File: config.mk
export PLATFORM = sky130hd
export DESIGN_NAME = frs_supervisor
export DESIGN_NICKNAME = d
export VERILOG_FILES = /design/src/verilog/frs_hold_timer.v /design/src/verilog/frs_supervisor.v
export VERILOG_INCLUDE_DIRS = /design/src /design/src/inc
export SDC_FILE = /design/constraint.sdc
export NUM_CORES = 1
export LEC_CHECK = 0
export BUFFER_PORTS_ARGS = -buffer_cell sky130_fd_sc_hd__buf_2
export CAP_MARGIN = 10
export CORE_ASPECT_RATIO = 0.8
export CORE_MARGIN = 5
export CORE_UTILIZATION = 50
export DETAILED_ROUTE_END_ITERATION = 8
export MAX_ROUTING_LAYER = met4
export PLACE_DENSITY = 0.71
export SLEW_MARGIN = 0
export SYNTH_ARGS = -nofsm -noshare
export SYNTH_HDL_FRONTEND = slang
export SYNTH_SLANG_ARGS = --single-unit
File: constraint.sdc
create_clock -name ref_clk -period 6.1 [get_ports ref_clk]
set_input_delay 0.61 -clock ref_clk [delete_from_list [all_inputs] [get_ports ref_clk]]
set_output_delay 0.61 -clock ref_clk [all_outputs]
set_load 0.01 [all_outputs]
File: src/inc/frs_defines.vh
// Constants for the fault restart supervisor: fault codes, timing counts,
// and reset values of the configuration-facing state.
// Assumes a 100 MHz ref_clk and a one-second tick made inside the block.
`ifndef FRS_DEFINES_VH
`define FRS_DEFINES_VH

// Clock rate in Hz and the tick period in seconds.
`define FRS_CLK_HZ            100000000
`define FRS_TICK_S            1
// Clock cycles in one second (one second of tick period).
`define FRS_TICK_CYCLES       (`FRS_CLK_HZ * `FRS_TICK_S)
// Two-key hold time that skips a countdown, in seconds.
`define FRS_SKIP_HOLD_S       8'h01
// Two-key hold time that clears a latched fault, in seconds.
`define FRS_CLEAR_HOLD_S      8'h03

// Fault codes shown on the display (0 means no fault).
`define FRS_CODE_NONE         8'h00
`define FRS_CODE_GROUND       8'h01
`define FRS_CODE_PRECHARGE    8'h02
`define FRS_CODE_HIGH_VOLT    8'h03
`define FRS_CODE_LOW_VOLT     8'h04
`define FRS_CODE_ALARM        8'h05
`define FRS_CODE_CONTACT1     8'h06
`define FRS_CODE_GENERIC      8'h10

// Reset values of settings.
`define FRS_ALLOW_RST         8'h00
`define FRS_ENABLE_RST        1'b1

// Supervisor states.
`define FRS_ST_INIT           3'h0
`define FRS_ST_RUN            3'h1
`define FRS_ST_COUNT          3'h2
`define FRS_ST_CONFIRM        3'h3
`define FRS_ST_LATCHED        3'h4

`endif

File: src/verilog/frs_hold_timer.v
// Counts whole seconds that a level has been held, saturating at 255.
// Assumes tick is a one-cycle pulse once per second from the same clock.
`timescale 1ns/100ps

module frs_hold_timer (
    input  wire       ref_clk,   // System clock.
    input  wire       rst,       // Synchronous reset, active high.
    input  wire       tick,      // One-second pulse.
    input  wire       level,     // Level being timed.
    output reg  [7:0] secs_r     // Whole seconds held so far.
);

    // Releasing the level restarts the count, so a hold must be unbroken.
    always @(posedge ref_clk) begin
        if (rst || !level) begin
            secs_r <= 8'h00;
        end else if (tick && secs_r != 8'hFF) begin
            secs_r <= secs_r + 8'h01;
        end
    end

endmodule // frs_hold_timer

File: src/verilog/frs_supervisor.v
// Fault restart supervisor: shows the active fault, runs the auto-restart
// countdown, counts restarts against the allowance and keeps a restart log.
// Assumes all inputs are synchronous to ref_clk and already debounced, and
// that rst stands for a power cycle.
`timescale 1ns/100ps
`include "frs_defines.vh"

module frs_supervisor (
    input  wire       ref_clk,               // 100 MHz clock.
    input  wire       rst,                   // Sync reset, power-on.
    input  wire       gen_fault,             // Other restartable fault.
    input  wire       gen_fault_latched,     // Other non-restartable fault.
    input  wire       ground_fault,          // Ground fault detected.
    input  wire       precharge_fail,        // Precharge failed.
    input  wire       high_voltage,          // Input voltage high.
    input  wire       low_voltage,           // Input voltage low.
    input  wire       alarm_active,          // An alarm is present.
    input  wire       alarm_as_fault,        // Warning menu: alarm is fault.
    input  wire       contact_input_one,     // Contact 1 closed.
    input  wire       contact_input_two,     // Contact 2 closed.
    input  wire       contact_input_three,   // Contact 3 closed.
    input  wire       contact_input_four,    // Contact 4 closed.
    input  wire       key_up,                // UP arrow held.
    input  wire       key_down,              // DOWN arrow held.
    input  wire       key_enter,             // ENTER pulse.
    input  wire       clear_memory,          // Clear-memory command pulse.
    input  wire       restart_enable,        // Restart enable setting.
    input  wire [7:0] restart_allowance_setting, // Allowed restarts.
    input  wire [7:0] restart_delay_setting, // Seconds before restart.
    output reg  [7:0] fault_code_r,          // Active fault code, 0 none.
    output reg  [7:0] countdown_r,           // Seconds left to restart.
    output reg        countdown_shown_r,     // Countdown on display.
    output reg        no_auto_restart_r,     // No-auto-restart indication.
    output reg        confirm_prompt_r,      // Confirm-restart prompt.
    output reg        run_r,                 // Load may run.
    output reg        auto_mode_r,           // Came up in auto mode.
    output reg  [7:0] restart_count_r,       // Restarts since last clear.
    output reg  [7:0] restart_log_r,         // Logged restartable faults.
    output reg        init_done_r            // Power-up init finished.
);

    reg [26:0] tick_cnt_r;   // Divider for the one-second tick.
    reg        tick_r;       // One-cycle pulse each second.
    reg [2:0]  state_r;      // Supervisor state.
    reg [2:0]  state_nxt;    // Next supervisor state.
    reg        first_r;      // High until the first cycle after reset.
    wire [7:0] hold_secs;    // Seconds both arrows have been held.
    wire       both_arrows;  // UP and DOWN held together.
    wire       init_cond;    // Any init-time supply fault.
    wire       alarm_fault;  // Alarm escalated to a fault.
    wire [3:0] contacts;     // Contact inputs as a vector.
    wire       latch_src;    // Any non-restartable source.
    wire       restart_src;  // Any restartable source.
    reg  [7:0] code_src;     // Code of the highest-priority source.

    assign both_arrows = key_up & key_down;
    assign init_cond   = ground_fault | precharge_fail | high_voltage |
                         low_voltage;
    assign alarm_fault = alarm_active & alarm_as_fault;
    assign contacts    = {contact_input_four, contact_input_three,
                          contact_input_two, contact_input_one};
    assign latch_src   = gen_fault_latched | (|contacts);
    assign restart_src = gen_fault | alarm_fault | init_cond;

    // One hold timer serves both the skip and the clear gestures.
    frs_hold_timer u_hold (
        .ref_clk (ref_clk),
        .rst     (rst),
        .tick    (tick_r),
        .level   (both_arrows),
        .secs_r  (hold_secs)
    );

    // The tick divider; the full count is too long for short simulations
    // but the spacing is fixed by the clock rate.
    always @(posedge ref_clk) begin
        if (rst || tick_cnt_r == `FRS_TICK_CYCLES - 1) begin
            tick_cnt_r <= 27'h0000000;
        end else begin
            tick_cnt_r <= tick_cnt_r + 27'h0000001;
        end
    end

    // Tick pulse is registered so the timers see a clean single cycle.
    always @(posedge ref_clk) begin
        if (rst) begin
            tick_r <= 1'b0;
        end else begin
            tick_r <= (tick_cnt_r == `FRS_TICK_CYCLES - 1);
        end
    end

    // Priority encoder: latched sources first, since they must win.
    always @* begin
        if (contacts[0]) begin
            code_src = `FRS_CODE_CONTACT1;
        end else if (contacts[1]) begin
            code_src = `FRS_CODE_CONTACT1 + 8'h01;
        end else if (contacts[2]) begin
            code_src = `FRS_CODE_CONTACT1 + 8'h02;
        end else if (contacts[3]) begin
            code_src = `FRS_CODE_CONTACT1 + 8'h03;
        end else if (gen_fault_latched) begin
            code_src = `FRS_CODE_GENERIC + 8'h01;
        end else if (ground_fault) begin
            code_src = `FRS_CODE_GROUND;
        end else if (precharge_fail) begin
            code_src = `FRS_CODE_PRECHARGE;
        end else if (high_voltage) begin
            code_src = `FRS_CODE_HIGH_VOLT;
        end else if (low_voltage) begin
            code_src = `FRS_CODE_LOW_VOLT;
        end else if (alarm_fault) begin
            code_src = `FRS_CODE_ALARM;
        end else if (gen_fault) begin
            code_src = `FRS_CODE_GENERIC;
        end else begin
            code_src = `FRS_CODE_NONE;
        end
    end

    // Decide whether a new restartable fault counts down or prompts.
    wire can_auto = restart_enable &&
                    (restart_count_r < restart_allowance_setting);

    // Next-state logic.
    always @* begin
        state_nxt = state_r;
        case (state_r)
            `FRS_ST_INIT: begin
                // Wait for supply faults to resolve before running.
                if (latch_src) begin
                    state_nxt = `FRS_ST_LATCHED;
                end else if (!init_cond && !first_r) begin
                    state_nxt = `FRS_ST_RUN;
                end
            end
            `FRS_ST_RUN: begin
                if (latch_src) begin
                    state_nxt = `FRS_ST_LATCHED;
                end else if (restart_src) begin
                    state_nxt = can_auto ? `FRS_ST_COUNT
                                         : `FRS_ST_CONFIRM;
                end
            end
            `FRS_ST_COUNT: begin
                if (latch_src) begin
                    state_nxt = `FRS_ST_LATCHED;
                end else if (both_arrows &&
                             hold_secs >= `FRS_SKIP_HOLD_S) begin
                    // The timer output lags by one edge, so the keys must
                    // still be down when the skip is taken.
                    state_nxt = `FRS_ST_RUN;
                end else if (countdown_r == 8'h00) begin
                    state_nxt = `FRS_ST_RUN;
                end
            end
            `FRS_ST_CONFIRM: begin
                if (latch_src) begin
                    state_nxt = `FRS_ST_LATCHED;
                end else if (key_enter) begin
                    state_nxt = `FRS_ST_RUN;
                end
            end
            `FRS_ST_LATCHED: begin
                // Only the long two-key hold (or reset) leaves this state.
                // A contact that is still closed keeps the fault standing.
                if (both_arrows && !latch_src &&
                    hold_secs >= `FRS_CLEAR_HOLD_S) begin
                    state_nxt = `FRS_ST_RUN;
                end
            end
            default: begin
                state_nxt = `FRS_ST_INIT;
            end
        endcase
    end

    // State register and the flag that marks the first cycle after reset.
    always @(posedge ref_clk) begin
        if (rst) begin
            state_r <= `FRS_ST_INIT;
            first_r <= 1'b1;
        end else begin
            state_r <= state_nxt;
            first_r <= 1'b0;
        end
    end

    // Countdown: loaded from the delay setting on entry, then one per tick.
    always @(posedge ref_clk) begin
        if (rst) begin
            countdown_r <= 8'h00;
        end else if (state_r != `FRS_ST_COUNT) begin
            countdown_r <= restart_delay_setting;
        end else if (tick_r && countdown_r != 8'h00) begin
            countdown_r <= countdown_r - 8'h01;
        end
    end

    // Restart counter and log. Clear-memory and the confirm path both
    // zero the counters; a logged fault in the same cycle still counts.
    always @(posedge ref_clk) begin
        if (rst) begin
            restart_count_r <= `FRS_ALLOW_RST;
            restart_log_r   <= 8'h00;
        end else begin
            if (clear_memory || (state_r == `FRS_ST_CONFIRM &&
                                 state_nxt == `FRS_ST_RUN)) begin
                restart_count_r <= 8'h00;
                restart_log_r   <= 8'h00;
            end else if (state_r == `FRS_ST_COUNT &&
                         state_nxt == `FRS_ST_RUN &&
                         restart_count_r != 8'hFF) begin
                restart_count_r <= restart_count_r + 8'h01;
            end
            // Restartable faults seen in RUN are logged; init-time ones never reach RUN.
            if (state_r == `FRS_ST_RUN && !latch_src && restart_src &&
                restart_log_r != 8'hFF) begin
                restart_log_r <= (clear_memory ? 8'h00 : restart_log_r)
                                 + 8'h01;
            end
        end
    end

    // Display and drive outputs, all registered; all but the fault code and auto_mode_r come from the next state.
    always @(posedge ref_clk) begin
        if (rst) begin
            fault_code_r      <= `FRS_CODE_NONE;
            countdown_shown_r <= 1'b0;
            no_auto_restart_r <= 1'b0;
            confirm_prompt_r  <= 1'b0;
            run_r             <= 1'b0;
            auto_mode_r       <= 1'b0;
            init_done_r       <= 1'b0;
        end else begin
            // Show the live code while any source is present.
            fault_code_r      <= code_src;
            countdown_shown_r <= (state_nxt == `FRS_ST_COUNT);
            no_auto_restart_r <= (state_nxt == `FRS_ST_LATCHED);
            confirm_prompt_r  <= (state_nxt == `FRS_ST_CONFIRM);
            run_r             <= (state_nxt == `FRS_ST_RUN);
            // Init also ends when a latched fault taken during init clears.
            if (!init_done_r && state_nxt == `FRS_ST_RUN) begin
                init_done_r <= 1'b1;
                auto_mode_r <= restart_enable;
            end
        end
    end

endmodule // frs_supervisor

-- Yosys cells after proc, flatten, opt, wreduce, memory -nomap -nowiden
Cells that the tools add are included.
- add/subtract/negate cells: 5
- reduce and logical (&&, ||, !) cells: 33
- equal/unequal tests: 13
- magnitude comparators: 3
- bitwise logic cells: 8
- muxes and demuxes: 29
- operators with widths (kind ; number):
    $mux 8 ; 5
    $mux 3 ; 12
    $mux 5 ; 7
    $add 27x1->27 const B ; 1
    $eq 27x27->1 const B ; 1
    $add 8x1->8 const B ; 3
    $ne 8x8->1 const B ; 3
    $pmux 3 s5 ; 1
    $logic_and 1x1->1 ; 14
    $eq 3x2->1 const B ; 4
    $reduce_or 11->1 ; 1
    $ge 8x1->1 const B ; 1
    $ge 8x2->1 const B ; 1
    $logic_not 8->1 ; 1
    $lt 8x8->1 ; 1
    $mux 4 ; 2
    $reduce_bool 8->1 ; 1
    $sub 8x1->8 const B ; 1
    $eq 3x1->1 const B ; 2
    $eq 3x3->1 const B ; 2
    $or 1x1->1 ; 6
    $logic_not 1->1 ; 5
    $reduce_or 5->1 ; 1
    $reduce_bool 2->1 ; 2
    other kinds (8) ; 13
- bits of input ports: 35
- output and inout bits: 38
- word-level logic and storage cells: 110
- register bits after elaboration: 78

-- Logic depth before layout (Yosys ltp)
Gate-level depths: netlist of run 1.
- depth in word-level cells: 13
- depth in mapped cells: 8
- mapped depth without buffers: 8

-- Hierarchy
From an unflattened synthesis of run 1, not the netlist that was laid out.
- cells, all modules: 443
- area, all modules: 3803.6 um2
- modules (own cells, without submodules) (module ; seq. area each (um2) ; cells an instance ; area each (um2) ; times used):
    frs_supervisor ; 1341.3 ; 397 ; 3382.0 ; 1
    frs_hold_timer ; 160.2 ; 46 ; 421.7 ; 1

-- Worst setup path before layout of run 1
OpenSTA, ideal clock, no wires.
- path type: input-to-reg
- from: in contact_input_four
- to: reg restart_count_r[4]
- data required time: 5.985 ns
- data arrival time: 2.022 ns
- stages on the path: 7
- library setup time: 0.115 ns
- slack: 3.964 ns
- path buffers: 1
- cell sequence: or3_1 -> o41ai_1 -> a31o_2 -> buf_2 -> o21ai_4 -> o21ai_4 -> o21ba_1
- word-level cells in the longest chain between the ends: 11
- elaborated cells on any way between the ends: 17
- classes of those cells: eq/ne: 1; mux: 6; bitwise: 1; reduce/logical: 9
- RTL lines (what ; RTL line ; source):
    start, declared ; frs_supervisor.v:22 ; input wire contact_input_four,
    $reduce_or 4->1 (*) ; frs_supervisor.v:62 ; assign latch_src = gen_fault_latched | (|contacts);
    $or 1x1->1 (*) ; frs_supervisor.v:62 ;
    $logic_not 1->1 ; frs_supervisor.v:168 ; if (both_arrows && !latch_src &&
    $logic_and 1x1->1 ; frs_supervisor.v:168 ;
    $logic_and 1x1->1 (no line) ; - ;
    $mux 3 ; frs_supervisor.v:168 ;
    $pmux 3 s5 (*) ; frs_supervisor.v:129 ; case (state_r)
    $eq 3x1->1 (no line) (*) ; - ;
    $logic_and 1x1->1 (no line) ; - ;
    $logic_or 1x1->1 ; frs_supervisor.v:208 ; if (clear_memory || (state_r == `FRS_ST_CONFIRM &&
    $reduce_or 2->1 (no line) ; - ;
    end signal, assigned ; frs_supervisor.v:205 ; restart_count_r <= `FRS_ALLOW_RST;
    end signal, assigned ; frs_supervisor.v:215 ; restart_count_r <= restart_count_r + 8'h01;
    end, declared ; frs_supervisor.v:37 ; output reg [7:0] restart_count_r,
Mark *: on every way between the ends. The rest lies on a longest branch, timed or not.
A chain may end at the register's enable or synchronous reset.

-- Worst setup path in the final report of run 1
- from: reg state_r[1]
- to: reg run_r
- word-level cells in the longest chain between the ends: 5
- elaborated cells on any way between the ends: 17
- classes of those cells: eq/ne: 5; mux: 11; reduce/logical: 1
- RTL lines (what ; RTL line ; source):
    start, declared ; frs_supervisor.v:44 ; reg [2:0] state_r;
    start signal, assigned ; frs_supervisor.v:182 ; state_r <= `FRS_ST_INIT;
    start signal, assigned ; frs_supervisor.v:185 ; state_r <= state_nxt;
    $mux 3 ; frs_supervisor.v:154 ; end else if (countdown_r == 8'h00) begin
    $mux 3 ; frs_supervisor.v:149 ; end else if (both_arrows &&
    $mux 3 ; frs_supervisor.v:147 ; if (latch_src) begin
    $pmux 3 s5 (*) ; frs_supervisor.v:129 ;
    $eq 3x1->1 (no line) (*) ; - ;
    end signal, assigned ; frs_supervisor.v:242 ; run_r <= (state_nxt == `FRS_ST_RUN);
    end, declared ; frs_supervisor.v:35 ; output reg run_r,
Marks and branches as above.

==> impl_metrics.tcl, run 1 <==
set metrics [dict create \
    dieArea_um2 9540 \
    synth-edff-count 0 \
    arrival_ns 2.70 \
    dr.first_iter.drc_count 187 \
    syn_avg_cell_area_um2 8.66 \
    avgRoutedWirePerCell_um 13.6 \
    antenna_found_initial 0 \
    worstPathRequired_ns 6.37 \
    synth-seq-area-share_pct 39.1 \
    area_growth_pct 16.1 \
    ys_seq_elements 75 \
    grt_pass1_wl_um 14200 \
    rsz0062_at_grt "false" \
    setup_tns_ns 0 \
    rr_worst_depth 6 \
    ys_top_cells_by_count "78 x nor2_1, 75 x dfxtp_1, 26 x xor2_1, 25 x nand2_1, 24 x inv_1" \
    timing.hold.ws_ns 0.453 \
    fin_skew_ns 0.00738 \
    post_cts_buffers 0 \
    n_antenna_cell 0 \
    holdCritStartpoint "tick_cnt_r[0]$_SDFF_PP0_" \
    status "complete, no violations" \
    post_cts_resized 0 \
    setup_viol 0 \
    rr_startpoint "state_r[1]$_SDFF_PP0_" \
    fin_ws_ns 3.67 \
    p_leak_nw 1.77 \
    total_power_mw 0.945 \
    crit_type "flop to flop" \
    ys_types 59 \
    cts.sinks 75 \
    fillerInstances 703 \
    drc 0 \
    worst_slew_pin_slew_ns 1.08 \
    avgViaCountPerCell 5.34 \
    numPortBuffers 69 \
    vdd_drop_max_mv 0.178 \
    cts_buffer_depth 2 \
    cts_tree "done" \
    gp_congestion 0.874 \
    r2r_slack_ns 3.67 \
    grt_pass1_vias 3031 \
    htreeDepth 3 \
    ant_nets 0 \
    fmax_ghz 0.412 \
    grt_usage_pct 19.0 \
    netlist_area_um2 3840 \
    worstHoldPathType "flop to flop" \
    pre_cts_ws_ns 3.48 \
    netlist_top_cells_area "dfxtp_1 39%, nor2_1 7.6%, xor2_1 5.9%" \
    drive_above_1_share_pct 20.3 \
    async_flop_share_pct 0 \
    fin_crit_sh_pct 39.8 \
    fp.coreArea_um2 7430 \
    netlist_instances 443 \
    hold_violations 0 \
    ys.warnings.count 0 \
    die_width_um 108 \
    fp.dieH_um 88.4 \
    path_clk_slew_ns 0.08 \
    cts_made_buffers 9 \
    floorplan.initialDensity_pct 51.7 \
    maxCapViolations 0 \
    crit_fanout 17 \
    drt_wl_total_um 8460 \
    holdBufCountCts 0 \
    end_kind "flop" \
    min_period_ns 2.43 \
    clkLatencyLatePin_ns 0.35 \
    drtPass1Iterations 4 \
    final_nets 560 \
    synth_top_area_cell "dfxtp_1" \
    critPathLaunchType "flop" \
    rr_endpoint "run_r$_SDFF_PP0_" \
    maxSlewHeadroom_pct 27.8 \
    dpl.hpwl_um 6280 \
    ys.flop_type "dfxtp_1" \
    vias 3315 \
    overflow 0 \
    yosysTopAreaCellShare_pct 39.1 \
    power_density_nw_per_um2 212 \
    root_buffer "clkbuf_8" \
    hold_end "tick_cnt_r[0]$_SDFF_PP0_" \
    slew_violations 0 \
    grt_max_degree 33 \
    num_rows 28 \
    synth.most_common_cell "nor2_1" \
    holdPathStages 1 \
    ioPinCount 73 \
]
[per-stage QoR]
| stage | area (um2) | util (%) | cells |
|---|---|---|---|
| after floorplan | 3840 | - | 445 |
| after global placement | 4260 | 57.3 | 605 |
| after detailed placement | 4260 | 57.3 | 605 |
| after CTS | 4460 | 60.0 | 621 |
| after global routing | 4460 | 60.0 | 621 |
| final | 4460 | 60.0 | 621 |
[metal layers]
layer / up-vias / GRT usage [%] / share of wire (%)
li1: 1703 / - / -
met1: 1526 / 24.6 / 48
met2: 79 / 29.6 / 45
met3: 7 / 5.11 / 6.1
met4: 0 / 4.70 / 0.84
met5: - / - / 0
[logic make-up (layout without fill, tap and decap cells)]
logic type	after synthesis	in the layout	synth area share (%)
mux	3	3	0.783
other cells	1	3	0.0977
simple gates	199	199	27.0
buf+inv	39	110	4.27
fa+ha+maj	14	14	4.56
xor+xnor	41	41	9.36
flops	75	75	39.1
compound gates	71	71	14.8
[report_power, final]
part           internal (mW)  switching (mW)  leakage (nW)
Clock                  0.200           0.185        0.0987
Sequential             0.496         0.00663         0.609
Combinational         0.0237          0.0334          1.06
Total                  0.720           0.225          1.77
[cell usage in the layout, fill, tap and decap left out, drive strengths merged, types with 3 or more instances in the layout]
cell type  count
o211ai         6
xnor2         15
nor3          15
a311oi         3
xor2          26
nand4         14
inv           25
nand2         25
nor4          11
conb           3
o41ai          6
and4           4
clkbuf        10
and3           5
buf           70
o21ai         14
or3            5
nor2          79
o21a           4
and2           3
nand3         21
a21oi         11
nor2b          5
a31oi          6
nand2b         3
mux2i          3
ha            14
dfxtp         75
a211oi         6
[critical path, stage by stage, from the launching register on]
cell and delay [ns]:
dfxtp_1 0.49, nand2b_1 0.13, nor2_1 0.82, o21ai_0 0.24, a31oi_1 0.33, o21ai_0 0.17, nor2_1 0.17
[registers in the layout (all words and copies together), names as in the netlist, 3 cells and up]
register / flops
state_r: 3
restart_count_r: 8
u_hold.secs_r: 8
tick_cnt_r: 27
fault_code_r: 5
restart_log_r: 8
countdown_r: 8
[cell type report]
class                      instances  area, um2  share of cell area [%]
tap                              105        131                    2.95
inverter                          24       90.1                    2.02
clock inverter                     6       63.8                    1.43
sequential                        75       1500                    33.7
clock buffer                      10        138                    3.09
timing repair buffer              70        353                    7.92
multi-input combinational        331       2180                    48.9
[worst max path at each step]
stage | from | endpoint | slack [ns]
detailed placement | precharge_fail | restart_count_r[4]$_SDFFE_PP0P_ | 3.48
global route | state_r[1]$_SDFF_PP0_ | init_done_r$_SDFFE_PP0P_ | 3.44
finish | state_r[1]$_SDFF_PP0_ | run_r$_SDFF_PP0_ | 3.67
global placement | precharge_fail | restart_count_r[4]$_SDFFE_PP0P_ | 3.62
CTS | state_r[1]$_SDFF_PP0_ | auto_mode_r$_SDFFE_PP0P_ | 3.72
floorplan | contact_input_four | restart_count_r[4]$_SDFFE_PP0P_ | 3.96
Power figures use the tool's default switching activity.
==> run 2, diff against run 1 <==
--- a/config.mk
+++ b/config.mk
@@ -13,7 +13,7 @@
 export CORE_UTILIZATION = 50
 export DETAILED_ROUTE_END_ITERATION = 8
 export MAX_ROUTING_LAYER = met4
-export PLACE_DENSITY = 0.71
+export PLACE_DENSITY = 0.74
 export SLEW_MARGIN = 0
 export SYNTH_ARGS = -nofsm -noshare
 export SYNTH_HDL_FRONTEND = slang
==> constraint.sdc (replaced) <==
create_clock -name ref_clk -period 2.2 [get_ports ref_clk]
set_input_delay 0.22 -clock ref_clk [delete_from_list [all_inputs] [get_ports ref_clk]]
set_output_delay 0.22 -clock ref_clk [all_outputs]
set_load 0.01 [all_outputs]
==> run 2 against run 1 <==
Against the previous run:
- cell count is 2.9% higher
- maximum frequency is 15% higher
- non-clock buffer count is 18 higher
- critical path type unchanged
- via count is 2.8% higher
- die area stayed put
==> impl_metrics.tcl, run 2 (same netlist as run 1, synthesis figures left out) <==
set metrics [dict create \
    setup_tns_ns 0 \
    hold_violations 0 \
    swShare_pct 21.5 \
    r2r_slack_ns 0.08 \
    maxCapViolations 0 \
    drive_above_1_share_pct 23.8 \
    power.share.sequential_pct 49.0 \
    avgViaCountPerCell 5.33 \
    largest-register "tick_cnt_r" \
    grtUsageMet2_pct 32.1 \
    worst_path_largest_cell_delay_ns 0.57 \
    fillerInstances 661 \
    power_density_nw_per_um2 608 \
    cts_tree "done" \
    critPathLaunchType "flop" \
    crit_slowest_cell "or4_4" \
    p_leak_nw 1.90 \
    crit_top_cell "o21ai_4" \
    status "complete, no violations" \
    grt_pass1_vias 3249 \
    grt_pass1_wl_um 14700 \
    num_rows 28 \
    final_nets 578 \
    dr.first_iter.drc_count 211 \
    drc 0 \
    avgRoutedWirePerCell_um 13.7 \
    path_cells "or4_4, nor4_4, o31a_4, o21ai_4, o21ai_4, o21ba_1" \
    fp.dieH_um 88.4 \
    htreeDepth 3 \
    largest_register_ffs 27 \
    ant_nets 0 \
    p_sw_mw 0.613 \
    worstHoldPathType "input port to flop" \
    vias 3407 \
    dpl.hpwl_um 6560 \
    grt_max_degree 20 \
    combPwrFrac_pct 6.0 \
    gp_congestion 0.872 \
    crit_type "flop to flop" \
    fin_skew_ns 0.00682 \
    fmax_ghz 0.473 \
    vdd_drop_max_mv 0.348 \
    end_kind "flop" \
    arrival_ns 2.36 \
    holdBufCountCts 0 \
    clkLatencyLatePin_ns 0.35 \
    cts_made_buffers 9 \
    ioPinCount 73 \
    cts_buffer_depth 2 \
    grt_usage_pct 19.8 \
    overflow 0 \
    dieArea_um2 9540 \
    fp.coreArea_um2 7430 \
    cts.sinks 75 \
    setup_viol 0 \
    area_growth_pct 21.9 \
    min_period_ns 2.12 \
    stdcell_area_um2 4680 \
    placed_area_um2 4380 \
    antenna_found_initial 0 \
    final_cell_mix "78 x nor2_1, 75 x dfxtp_1, 69 x buf_2, 26 x xor2_1, 25 x nand2_1" \
    n_antenna_cell 0 \
    worstPathRequired_ns 2.45 \
    drt_wl_total_um 8780 \
    total_power_mw 2.85 \
    grt_use_met1_pct 23.9 \
    fin_crit_sh_pct 96.2 \
    root_buffer "clkbuf_8" \
    final_common_cell "nor2_1" \
    grt_use_met3_pct 6.42 \
    drtPass1Iterations 4 \
    die_width_um 108 \
    timing.hold.ws_ns 0.0903 \
    crit_fanout 9 \
    pwr-share-clk_pct 45.1 \
    p_int_mw 2.23 \
    path_clk_slew_ns 0.08 \
    floorplan.initialDensity_pct 51.7 \
    rsz0062_at_grt "true" \
    busiest_layer "met2" \
    numPortBuffers 69 \
    slew_violations 0 \
]
run 2: cell count changes in the layout (fill, tap and decap cells not counted), moves of 2 or more:
cell	before	now
a21oi_1	11	9
a21oi_2	0	2
buf_4	1	19
bufinv_16	1	3
clkbuf_1	0	2
clkinv_2	2	0
o41ai_1	5	2
o41ai_2	0	3
run 2: critical path: cells and delay by family (launching register included):
family	cells	cell delay, ns
AOI/OAI and AO/OA	4	0.85
DFF	1	0.35
and+or+nand+nor	2	0.82
run 2: timing repair:
item | in CTS | in global routing
buffers inserted | 0 | 1
cloned | 0 | 0
resized for setup | 2 | 5
setup endpoints to repair | 2 | 16
pin swaps | 1 | 2
run 2: cell type report:
class	instances	area, um2	share of cell area (%)
multi-input combinational	331	2220	47.6
clock buffer	12	145	3.10
sequential	75	1500	32.1
inverter	24	90.1	1.93
timing repair buffer	88	488	10.4
clock inverter	4	97.6	2.09
tap	105	131	2.81
run 2: final timing paths:
check,from,to,cells past startpoint
max reg2reg,countdown_r[4]$_SDFFE_PP0P_,restart_count_r[4]$_SDFFE_PP0P_,6
min reg2reg,tick_cnt_r[0]$_SDFF_PP0_,tick_cnt_r[0]$_SDFF_PP0_,1
min,contact_input_one,fault_code_r[0]$_SDFF_PP0_,2
max,countdown_r[4]$_SDFFE_PP0P_,restart_count_r[4]$_SDFFE_PP0P_,6
run 2: power by group through the flow:
stage | Combinational [mW] | Clock, mW | Sequential (mW)
after floorplan | 0.0902 | 0 | 1.43
after global placement | 0.165 | 0 | 1.42
after detailed placement | 0.169 | 0 | 1.43
after CTS | 0.170 | 1.31 | 1.39
after global routing | 0.190 | 1.37 | 1.40
final | 0.170 | 1.28 | 1.39
run 2: metrics by stage:
step           util, %  instances  setup slack [ns]
6_report          63.0        639            0.0845
5_1_grt           63.0        639          -0.00759
4_1_cts           62.4        638            0.0774
3_5_place_dp      59.0        622            0.0353
3_3_place_gp      59.0        622             0.148
2_1_floorplan        -        445             0.238
run 2: per-layer routing:
metal / vias to the layer above / wire length (um) / share of wire [%]
li1: 1750 / - / -
met1: 1569 / 4100 / 47
met2: 79 / 3970 / 45
met3: 9 / 602 / 6.9
met4: 0 / 106 / 1.2
met5: - / 0 / 0
==> run 3, diff against run 2 <==
--- a/config.mk
+++ b/config.mk
@@ -9,7 +9,6 @@
 export BUFFER_PORTS_ARGS = -buffer_cell sky130_fd_sc_hd__buf_2
 export CAP_MARGIN = 10
 export CORE_ASPECT_RATIO = 0.8
-export CORE_MARGIN = 5
 export CORE_UTILIZATION = 50
 export DETAILED_ROUTE_END_ITERATION = 8
 export MAX_ROUTING_LAYER = met4
==> run 3 against run 2 <==
Against the previous run:
- first-iteration DRC count down 27%
- cell count up 0.31%
- non-clock buffer count up 2
- die area decreased by 16%
- combinational power about the same
- highest routed layer unchanged
==> impl_metrics.tcl, run 3 (same netlist as run 1, synthesis figures left out) <==
set metrics [dict create \
    final_nets 580 \
    gp_congestion 0.839 \
    pre_cts_ws_ns 0.0704 \
    status "complete, no violations" \
    drt_wl_total_um 8450 \
    timing.hold.ws_ns 0.0940 \
    worstHoldPathType "input port to flop" \
    fin_crit_sh_pct 98.1 \
    r2r_slack_ns 0.04 \
    hold_end "fault_code_r[0]$_SDFF_PP0_" \
    total_power_mw 2.64 \
    dpl.hpwl_um 6340 \
    grt_usage_pct 22.8 \
    avgRoutedWirePerCell_um 13.2 \
    clkLatencyLatePin_ns 0.34 \
    rr_startpoint "u_hold.secs_r[0]$_SDFFE_PP0P_" \
    dp_cells 624 \
    slew_violations 0 \
    cts_made_buffers 9 \
    cts_tree "done" \
    holdPathStages 2 \
    path_clk_slew_ns 0.08 \
    arrival_ns 2.40 \
    htreeDepth 3 \
    grt_pass1_vias 3140 \
    hold_violations 0 \
    cts_buffer_depth 2 \
    placed_area_um2 4400 \
    dieArea_um2 8030 \
    antenna_found_initial 0 \
    grt_pass1_wl_um 14100 \
    p_leak_nw 1.87 \
    setup_viol 0 \
    min_period_ns 2.16 \
    vias 3430 \
    grt_max_degree 20 \
    ant_nets 0 \
    numPortBuffers 69 \
    drc 0 \
    area_growth_pct 20.5 \
    crit_fanout 8 \
    fmax_ghz 0.463 \
    rr_endpoint "restart_log_r[0]$_SDFFE_PP0P_" \
    final-instance-count-excl-fill 641 \
    worstPathRequired_ns 2.44 \
    holdBufCountCts 0 \
    largest_register_ffs 27 \
    avgViaCountPerCell 5.35 \
    cts.sinks 75 \
    setup_tns_ns 0 \
    holdCritStartpoint "contact_input_one" \
    largest-register "tick_cnt_r" \
    final_common_cell "nor2_1" \
    overflow 0 \
    die_width_um 99.9 \
    drive_above_1_share_pct 23.7 \
    stdcell_area_um2 4620 \
    fp.dieH_um 80.4 \
    floorplan.initialDensity_pct 51.7 \
    dr.first_iter.drc_count 155 \
    fp.coreArea_um2 7430 \
    n_antenna_cell 0 \
    fin_ws_ns 0.0409 \
    final_cell_mix "78 x nor2_1, 75 x dfxtp_1, 69 x buf_2, 26 x xor2_1, 25 x nand2_1" \
    fin_util_pct 62.2 \
    vdd_drop_max_mv 0.353 \
    end_kind "flop" \
    ioPinCount 73 \
    fin_skew_ns 0.00845 \
    power_density_nw_per_um2 572 \
    crit_type "flop to flop" \
    maxCapViolations 0 \
    drtPass1Iterations 4 \
    num_rows 28 \
    critPathLaunchType "flop" \
    root_buffer "clkbuf_8" \
    rr_worst_depth 7 \
]
## run 3: routing by layer
metal	vias to the layer above	GRT usage [%]	part of all wire, %
li1	1745	-	-
met1	1593	29.2	49
met2	85	36.2	45
met3	7	5.92	4.8
met4	0	5.29	0.60
met5	-	-	0
## run 3: final cells by class
cell class | count | area (um2)
Sequential cell | 75 | 1500
Multi-Input combinational cell | 331 | 2190
Inverter | 24 | 90.1
Fill cell | 679 | 2800
Clock inverter | 5 | 61.3
Tap cell | 105 | 131
Timing Repair Buffer | 90 | 503
Clock buffer | 11 | 141
## run 3: power breakdown
group,leakage [nW],switching (mW),total [mW],internal (mW)
Combinational,1.16,0.0973,0.169,0.0713
Sequential,0.609,0.0178,1.39,1.38
Clock,0.0922,0.522,1.08,0.559
Total,1.87,0.637,2.64,2.01
## run 3: repair_timing
item / CTS / global route
resized for setup: 0 / 3
buffers inserted: 0 / 1
hold endpoints to repair: 0 / 0
endpoints found under the setup margin: 0 / 7
## run 3: worst max path at each step
stage / from / end / slack (ns) / cells after the start
floorplan: countdown_r[3]$_SDFFE_PP0P_ / restart_count_r[4]$_SDFFE_PP0P_ / 0.24 / 6
global placement: u_hold.secs_r[0]$_SDFFE_PP0P_ / restart_log_r[3]$_SDFFE_PP0P_ / 0.15 / 7
detailed placement: u_hold.secs_r[0]$_SDFFE_PP0P_ / restart_log_r[0]$_SDFFE_PP0P_ / 0.07 / 7
CTS: u_hold.secs_r[0]$_SDFFE_PP0P_ / restart_log_r[0]$_SDFFE_PP0P_ / 0.02 / 7
global route: u_hold.secs_r[0]$_SDFFE_PP0P_ / restart_log_r[5]$_SDFFE_PP0P_ / -0.06 / 7
finish: u_hold.secs_r[0]$_SDFFE_PP0P_ / restart_log_r[0]$_SDFFE_PP0P_ / 0.04 / 7
## run 3: critical path, stage by stage (launching register included)
cell and delay [ns]:
dfxtp_1 0.36, ha_1 0.22, nor4b_2 0.25, a21oi_2 0.14
o31a_4 0.42, o21ai_4 0.26, o21ai_4 0.13, o41ai_1 0.26
